<file path="src/rtl/uirlp_pkg.sv">
/*
  Shared constants for the infrared low-power divisor block: register
  addresses, field positions, reset values, timing counts and state types.
  Assumes a 32-bit APB bus with byte addresses and one word per register.
*/
package uirlp_pkg;

  // ---------------------------------------------------------------
  // register addresses
  // ---------------------------------------------------------------
  localparam logic [31:0] DIV_LO_ADDR = 32'h5000_1120;
  localparam logic [31:0] DIV_HI_ADDR = 32'h5000_1124;
  localparam logic [31:0] LINE_CTRL_ADDR = 32'h5000_1128;
  localparam logic [31:0] STATUS_ADDR = 32'h5000_112C;

  // ---------------------------------------------------------------
  // fields and reset values
  // ---------------------------------------------------------------
  localparam int BYTE_W = 8;
  localparam int DIV_W = 16;
  localparam int LATCH_ACCESS_BIT = 7;
  localparam logic [7:0] DIV_BYTE_RESET = 8'h00;
  localparam logic [7:0] LINE_CTRL_RESET = 8'h00;
  localparam int STAT_LEVEL_BIT = 0;
  localparam int STAT_CLK_ON_BIT = 1;
  localparam int STAT_SETTLE_BIT = 2;
  localparam int STAT_SEEN_BIT = 3;

  // ---------------------------------------------------------------
  // timing counts
  // ---------------------------------------------------------------
  localparam logic [3:0] SETTLE_CYCLES = 4'h8;
  localparam logic [3:0] SUB_PER_BAUD_LAST = 4'hF;
  localparam logic [3:0] MIN_PULSE_SUB = 4'h3;

  // ---------------------------------------------------------------
  // pulse detector states
  // ---------------------------------------------------------------
  typedef enum logic [0:0] {
    PD_IDLE,
    PD_MEASURE
  } uirlp_pd_e;

endpackage : uirlp_pkg

</file>
<file path="src/rtl/uirlp_lp_clkgen.sv">
/*
  Low-power baud clock generator: a divide-by-divisor prescaler giving a
  sixteen-times tick, then a divide-by-sixteen giving the baud tick.
  Assumes divisor is stable except where restart is pulsed with its change.
*/
`timescale 1ns/100ps

module uirlp_lp_clkgen #(
  parameter int DIV_W = 16
) (
  // clock, reset and enable
  input wire logic pclk,
  input wire logic presetn,
  input wire logic ce,
  // control
  input wire logic restart,
  input wire logic [DIV_W-1:0] divisor,
  // ticks
  output logic sub_tick,
  output logic baud_tick
);

  logic [DIV_W-1:0] sub_cnt_reg;
  logic [3:0] phase_reg;
  logic sub_tick_reg;
  logic baud_tick_reg;

  wire logic clk_on = (divisor != '0);
  wire logic sub_hit = (sub_cnt_reg == divisor - DIV_W'(1));
  wire logic [DIV_W-1:0] sub_cnt_next = sub_hit ? '0 : sub_cnt_reg + DIV_W'(1);
  wire logic last_phase = (phase_reg == uirlp_pkg::SUB_PER_BAUD_LAST);

  // the prescaler needs at least one divisor bit to count with
  if (DIV_W < 1) begin : gen_bad_width
    $error("divisor width must be at least one bit");
  end

  // ---------------------------------------------------------------
  // divider
  // ---------------------------------------------------------------
  // a divisor change restarts the phase so the first period is whole
  always_ff @(posedge pclk or negedge presetn) begin
    if (!presetn) begin
      sub_cnt_reg <= '0;
      phase_reg <= 4'h0;
      sub_tick_reg <= 1'b0;
      baud_tick_reg <= 1'b0;
    end else if (ce) begin
      if (restart || !clk_on) begin
        sub_cnt_reg <= '0;
        phase_reg <= 4'h0;
        sub_tick_reg <= 1'b0;
        baud_tick_reg <= 1'b0;
      end else begin
        sub_cnt_reg <= sub_cnt_next;
        sub_tick_reg <= sub_hit;
        baud_tick_reg <= sub_hit && last_phase;
        if (sub_hit) begin
          phase_reg <= phase_reg + 4'h1;
        end
      end
    end
  end

  assign sub_tick = sub_tick_reg;
  assign baud_tick = baud_tick_reg;

endmodule : uirlp_lp_clkgen

</file>
<file path="src/rtl/uirlp_top.sv">
/*
  APB register block holding the 16-bit low-power infrared divisor, the
  low-power baud clock made from it and the minimum pulse width detector
  on the infrared receive input.
  Assumes an APB master on pclk and an asynchronous infrared input pin.
*/
// Register access over APB is this design's own decision.
`timescale 1ns/100ps

module uirlp_top (
  // clock, reset and enable
  input wire logic pclk,
  input wire logic presetn,
  input wire logic ce,
  // apb slave
  input wire logic psel,
  input wire logic penable,
  input wire logic pwrite,
  input wire logic [31:0] paddr,
  input wire logic [31:0] pwdata,
  input wire logic [3:0] pstrb,
  output logic [31:0] prdata,
  output logic pready,
  output logic pslverr,
  // infrared receive side
  input wire logic sir_in,
  input wire logic sir_lp_mode,
  // status outputs
  output logic lp_baud_tick,
  output logic lp_clk_enabled,
  output logic sir_pulse_detected,
  output logic settle_busy,
  output logic [15:0] lp_divisor
);

  localparam int DW = uirlp_pkg::DIV_W;
  localparam int NBYTES = DW / uirlp_pkg::BYTE_W;

  // ---------------------------------------------------------------
  // address decode
  // ---------------------------------------------------------------
  logic [7:0] line_ctrl_reg;
  logic prep_reg;
  logic [31:0] prdata_reg;
  logic err_reg;
  logic [3:0] settle_reg;
  logic pulse_seen_reg;
  logic sir_level_reg;
  logic sub_tick;
  wire logic [DW-1:0] divisor;

  wire logic setup = psel && !penable;
  wire logic access = psel && penable;
  wire logic sel_lo = (paddr == uirlp_pkg::DIV_LO_ADDR);
  wire logic sel_hi = (paddr == uirlp_pkg::DIV_HI_ADDR);
  wire logic sel_ctrl = (paddr == uirlp_pkg::LINE_CTRL_ADDR);
  wire logic sel_stat = (paddr == uirlp_pkg::STATUS_ADDR);
  wire logic [NBYTES-1:0] sel_byte = {sel_hi, sel_lo};
  wire logic sel_div = sel_lo || sel_hi;
  wire logic mapped = sel_div || sel_ctrl || sel_stat;
  wire logic divisor_latch_access_bit = line_ctrl_reg[uirlp_pkg::LATCH_ACCESS_BIT];
  wire logic locked = sel_div && !divisor_latch_access_bit;
  wire logic bad_access = !mapped || locked;

  // ---------------------------------------------------------------
  // transfer timing
  // ---------------------------------------------------------------
  // read data is caught at the setup edge; pready waits for that catch,
  // so a setup cycle with ce low simply adds wait states
  assign pready = access && prep_reg && ce;
  assign pslverr = pready && err_reg;
  assign prdata = prdata_reg;

  wire logic done = access && pready;
  wire logic wr_fire = done && pwrite && !err_reg;
  wire logic rd_fire = done && !pwrite;
  wire logic div_wr = wr_fire && sel_div && pstrb[0];
  wire logic stat_rd = rd_fire && sel_stat;

  always_ff @(posedge pclk or negedge presetn) begin
    if (!presetn) begin
      prep_reg <= 1'b0;
    end else if (ce) begin
      prep_reg <= setup || (access && !prep_reg);
    end
  end

  // ---------------------------------------------------------------
  // read mux
  // ---------------------------------------------------------------
  wire logic [7:0] status_byte = {
    4'h0,
    pulse_seen_reg,
    settle_busy,
    lp_clk_enabled,
    sir_level_reg
  };
  wire logic [7:0] rd_byte =
    sel_lo ? divisor[7:0] :
    sel_hi ? divisor[15:8] :
    sel_ctrl ? line_ctrl_reg :
    sel_stat ? status_byte : 8'h00;
  // reserved upper bits and refused reads give zero
  wire logic [31:0] rd_next = bad_access ? 32'h0000_0000 : {24'h00_0000, rd_byte};

  always_ff @(posedge pclk or negedge presetn) begin
    if (!presetn) begin
      prdata_reg <= 32'h0000_0000;
      err_reg <= 1'b0;
    end else if (ce && (setup || (access && !prep_reg))) begin
      prdata_reg <= rd_next;
      err_reg <= bad_access;
    end
  end

  // ---------------------------------------------------------------
  // divisor bytes and line control
  // ---------------------------------------------------------------
  for (genvar b = 0; b < NBYTES; b++) begin : gen_byte
    logic [7:0] byte_reg;
    always_ff @(posedge pclk or negedge presetn) begin
      if (!presetn) begin
        byte_reg <= uirlp_pkg::DIV_BYTE_RESET;
      end else if (ce && div_wr && sel_byte[b]) begin
        byte_reg <= pwdata[7:0];
      end
    end
    assign divisor[b*8 +: 8] = byte_reg;
  end

  always_ff @(posedge pclk or negedge presetn) begin
    if (!presetn) begin
      line_ctrl_reg <= uirlp_pkg::LINE_CTRL_RESET;
    end else if (ce && wr_fire && sel_ctrl && pstrb[0]) begin
      line_ctrl_reg <= pwdata[7:0];
    end
  end

  assign lp_divisor = divisor;
  assign lp_clk_enabled = (divisor != '0);

  // ---------------------------------------------------------------
  // settle window after a divisor write
  // ---------------------------------------------------------------
  // software is only advised to wait; this count lets it poll instead
  always_ff @(posedge pclk or negedge presetn) begin
    if (!presetn) begin
      settle_reg <= 4'h0;
    end else if (ce) begin
      if (div_wr) begin
        settle_reg <= uirlp_pkg::SETTLE_CYCLES;
      end else if (settle_reg != 4'h0) begin
        settle_reg <= settle_reg - 4'h1;
      end
    end
  end

  assign settle_busy = (settle_reg != 4'h0);

  // ---------------------------------------------------------------
  // low-power baud clock
  // ---------------------------------------------------------------
  uirlp_lp_clkgen #(
    .DIV_W(DW)
  ) u_clkgen (
    .pclk(pclk),
    .presetn(presetn),
    .ce(ce),
    .restart(div_wr),
    .divisor(divisor),
    .sub_tick(sub_tick),
    .baud_tick(lp_baud_tick)
  );

  // ---------------------------------------------------------------
  // receive input synchroniser
  // ---------------------------------------------------------------
  logic sir_s1_reg;
  logic sir_s2_reg;
  logic sir_s3_reg;

  always_ff @(posedge pclk or negedge presetn) begin
    if (!presetn) begin
      sir_s1_reg <= 1'b0;
      sir_s2_reg <= 1'b0;
      sir_s3_reg <= 1'b0;
      sir_level_reg <= 1'b0;
    end else if (ce) begin
      sir_s1_reg <= sir_in;
      sir_s2_reg <= sir_s1_reg;
      sir_s3_reg <= sir_s2_reg;
      if (sir_s2_reg == sir_s3_reg) begin
        sir_level_reg <= sir_s3_reg;
      end
    end
  end

  // ---------------------------------------------------------------
  // pulse width detector
  // ---------------------------------------------------------------
  uirlp_pkg::uirlp_pd_e pd_state_reg;
  uirlp_pkg::uirlp_pd_e pd_state_next;
  logic [3:0] width_reg;
  logic pulse_det_reg;

  wire logic det_en = lp_clk_enabled;
  wire logic wide_enough = !sir_lp_mode || (width_reg >= uirlp_pkg::MIN_PULSE_SUB);
  wire logic pulse_end = (pd_state_reg == uirlp_pkg::PD_MEASURE) && det_en && !sir_level_reg;
  wire logic accept = pulse_end && wide_enough;

  always_comb begin
    pd_state_next = pd_state_reg;
    case (pd_state_reg)
      uirlp_pkg::PD_IDLE: begin
        if (det_en && sir_level_reg) begin
          pd_state_next = uirlp_pkg::PD_MEASURE;
        end
      end
      uirlp_pkg::PD_MEASURE: begin
        if (!det_en || !sir_level_reg) begin
          pd_state_next = uirlp_pkg::PD_IDLE;
        end
      end
      default: pd_state_next = uirlp_pkg::PD_IDLE;
    endcase
  end

  // width counts sixteen-times ticks and saturates, so long pulses pass
  always_ff @(posedge pclk or negedge presetn) begin
    if (!presetn) begin
      pd_state_reg <= uirlp_pkg::PD_IDLE;
      width_reg <= 4'h0;
      pulse_det_reg <= 1'b0;
    end else if (ce) begin
      pd_state_reg <= pd_state_next;
      pulse_det_reg <= accept;
      if (pd_state_reg == uirlp_pkg::PD_IDLE) begin
        width_reg <= 4'h0;
      end else if (sub_tick && width_reg != 4'hF) begin
        width_reg <= width_reg + 4'h1;
      end
    end
  end

  assign sir_pulse_detected = pulse_det_reg;

  // sticky seen flag: a new pulse beats a clearing status read
  always_ff @(posedge pclk or negedge presetn) begin
    if (!presetn) begin
      pulse_seen_reg <= 1'b0;
    end else if (ce) begin
      if (accept) begin
        pulse_seen_reg <= 1'b1;
      end else if (stat_rd) begin
        pulse_seen_reg <= 1'b0;
      end
    end
  end

  logic [19:0] gap_reg;
  logic gap_ok_reg;

  always_ff @(posedge pclk or negedge presetn) begin
    if (!presetn) begin
      gap_reg <= 20'h0_0000;
      gap_ok_reg <= 1'b0;
    end else if (ce) begin
      if (div_wr || lp_baud_tick) begin
        gap_reg <= 20'h0_0000;
        gap_ok_reg <= !div_wr;
      end else begin
        gap_reg <= gap_reg + 20'h0_0001;
      end
    end
  end
endmodule : uirlp_top

</file>
<file path="config.mk">
export PLATFORM = sky130hd
export DESIGN_NAME = uirlp_top
export DESIGN_NICKNAME = d
export VERILOG_FILES = /design/src/rtl/uirlp_pkg.sv /design/src/rtl/uirlp_lp_clkgen.sv /design/src/rtl/uirlp_top.sv
export SDC_FILE = /design/constraint.sdc
export NUM_CORES = 1
export LEC_CHECK = 0
export ABC_AREA = 1
export BUFFER_PORTS_ARGS = -buffer_cell sky130_fd_sc_hd__buf_2
export CORE_UTILIZATION = 40
export DETAILED_ROUTE_END_ITERATION = 8
export GPL_TIMING_DRIVEN = 0
export MAX_ROUTING_LAYER = met4
export SETUP_SLACK_MARGIN = 0.5
export SLEW_MARGIN = 40
export SYNTH_ARGS = -nofsm -noshare
export SYNTH_HDL_FRONTEND = slang
export SYNTH_SLANG_ARGS = --single-unit
</file>
<file path="constraint.sdc">
create_clock -name pclk -period 2.3 [get_ports pclk]
set_input_delay 0.115 -clock pclk [delete_from_list [all_inputs] [get_ports pclk]]
set_output_delay 0.115 -clock pclk [all_outputs]
set_load 0.05 [all_outputs]
</file>
==> run_results.csv <==
group,metric,value,unit
run_status,status,"completed",
clocking,cts_max_level,3,
setup_path,crit_top_cell,"nand2_2",
floorplan,start_util,0.410,
setup_path,cp_max_fo,8,
route,vias_per_cell,5.05,
setup_path,arrival,2.35,ns
clocking,cts_buffer_depth,2,
placement,hpwl,10.3,mm
floorplan,dieWidth,113,um
sta,final_max_slew_viol_count,0,
floorplan,dieArea,12700,um^2
finish,final_core_util,0.524,
sta,hold_ws,0.0528,ns
yosys,synthDistinctLibCells,41,
route,drt_pass1_iterations,5,
clocking,root_buffer,"clkbuf_16",
placement,io_buffers,78,
power_and_ir_drop,peakVddDrop,0.285,mV
floorplan,dieHeight,113,um
yosys,synth_edf_count,0,
setup_path,slowest_stage,"dfrtp_2",
yosys,avgSynthCellArea,7.04,um^2
setup_path,setup.worst_path.end_class,"flop",
yosys,ys_top_cells_by_area,"dfrtp_1, nand2_1, inv_1",
grt,grt_pass1_vias,4754,
finish,layout_common_cells,"nand2_1, inv_1, buf_2, nor2_1, dfrtp_1",
clocking,cts_buffers,9,
placement,place.gp.congestion,0.880,
route,drtIter0Drc,306,
clocking,tritoncts,"done",
clocking,cts.sinks,71,
sta,final.setup.tns,0,ns
yosys,yosys.area.top_type_share,0.362,
setup_path,rrSetupSlack,0.21,ns
power_and_ir_drop,p_total,3.44,mW
worst_hold_path,hp-class,"input port to flop",
sta,finalCritPeriodShare,0.907,
route,avgRoutedWirePerCell,13.9,um
route,finalWirelength,13.5,mm
sta,timing.final.crit_period,2.09,ns
grt,grt_max_degree,46,
yosys,syn_area,4900,um^2
clocking,clkTransAtPathRegs,0.06,ns
yosys,async_flop_share,1.00,
finish,multi_input_area,2790,um^2
grt,grt_pass1_wl,22.6,mm
sta,fmax,479,MHz
setup_path,startpoint_type,"flop",
finish,antenna_cells,0,
route,antenna_left,0,
finish,layout_commonest_cell,"nand2_1",
finish,fill_cells,1186,
power_and_ir_drop,p_leak,3.32,nW
grt,grt_overflow,0,
sta,hold_violations,0,
yosys,ys.flop_type,"dfrtp_1",
setup_path,cpPeakStageDelay,0.44,ns
sta,setup_viol,0,
yosys,yosysWarnings,0,
grt,grt_usage,0.230,
yosys,yosysTopAreaCell,"dfrtp_1",
run,cap_violations,0,
sta,max_slew_margin,0.518,
power_and_ir_drop,p_per_area,548,nW/um^2
finish,drive_gt1_frac,0.284,
sta,finalClockSkew,0.00928,ns
finish,ff_latch_area,1790,um^2
floorplan,io_pins,130,
finish,syn_to_final_growth,27.8,%
yosys,ys_seq_area_frac,0.362,
floorplan,rows,40,
sta,tightest_slew,0.723,ns
floorplan,coreArea,12000,um^2
route,drc,0,
grt,grt_antenna_before_repair,0,
yosys,synth-seq-cells,71,
yosys,syn-instance-count,697,
clocking,clk_latency,0.34,ns
setup_path,critPathRequiredTime,2.56,ns
setup_path,crit_path_cell_trace,"inv_2, ha_4, nand3_4, nor2_4, buf_6, nand2_2, nand2_2, nand2_2, nand2_2, inv_2, nand4_4, nand2_8, clkbuf_16, a21oi_2",
sta,grt_setup_unrepaired,"true",
route,vias,4922,
setup_path,crit_type,"flop to flop",
finish,fin_nets,904,
[final cells by class]
cell class / instances / share of cell area
clock inverter: 6 / 0.0186
clock buffer: 10 / 0.0365
timing repair buffer: 92 / 0.0879
tap: 147 / 0.0294
sequential: 71 / 0.285
multi-input combinational: 519 / 0.445
buffer: 34 / 0.0395
inverter: 96 / 0.0579
[path summary, 6_finish.rpt]
| check | start | cells after the start | endpoint |
|---|---|---|---|
| max | gen_byte[0].byte_reg[1] | 14 | u_clkgen.sub_cnt_reg[6] |
| min reg2reg | sir_s2_reg | 2 | sir_s2_reg |
| min in group asynchronous | presetn | 2 | gen_byte[1].byte_reg[6] |
| max in group asynchronous | presetn | 3 | settle_reg[0] |
| min | pwrite | 3 | pulse_seen_reg |
| max reg2reg | gen_byte[0].byte_reg[1] | 14 | u_clkgen.sub_cnt_reg[6] |
[synth_stat cells (6+ instances only)]
cell type	n
o21ai_1	9
nand3_1	52
nand4_1	22
o21ai_2	8
o21ai_0	32
buf_4	24
a21oi_2	10
inv_1	85
inv_2	9
nor3_1	8
xor2_1	15
a21oi_1	11
xnor2_1	9
nand2_1	199
nor2_4	6
nor2_1	75
dfrtp_1	71
[where the power goes]
part           internal (mW)  total (mW)  switching [mW]
logic                  0.149       0.434           0.285
registers               1.30        1.36          0.0565
clock network           1.07        1.64           0.575
[metal layers]
metal  global-route usage  part of all wire  up-vias
met3               0.0364             0.049       17
met4               0.0569             0.014        0
met5                    -                 0        -
met2                0.371              0.46      151
met1                0.304              0.48     2311
li1                     -                 -     2443
[metrics by stage]
stage / worst slack (ns) / cell area (um^2) / instances
2_1_floorplan: 0.282 / 5020 / 720
3_3_place_gp: 0.0763 / 5590 / 945
3_5_place_dp: 0.121 / 5630 / 946
4_1_cts: 0.268 / 6080 / 970
5_1_grt: 0.0581 / 6270 / 975
6_report: 0.214 / 6270 / 975
[kinds of logic after synthesis]
kind of cell / synth area share
DFF: 0.362
adders and majority gates: 0.0128
and+or+nand+nor: 0.358
AOI/OAI and AO/OA: 0.0992
other: 0.000765
xor gates and xnor gates: 0.0429
buffers and inverters: 0.124
[worst max-delay path, delay by kind of cell, from the launching register on]
family,cells,cell delay (ns)
AO/OA/AOI/OAI,1,0.11
adder cells (fa/ha/maj),1,0.15
flip-flops,1,0.44
buffers and inverters,4,0.46
AND/OR/NAND/NOR,8,0.82
[repair_timing]
action                     4_1_cts  5_1_grt
setup endpoints to repair       32       44
hold buffers                     2        0
hold endpoints to repair        72        0
buffers inserted                 6        4
pin swaps                        6       14
gates cloned                     0        1
resized for setup               14       40
(Power assumes the default switching activity.)
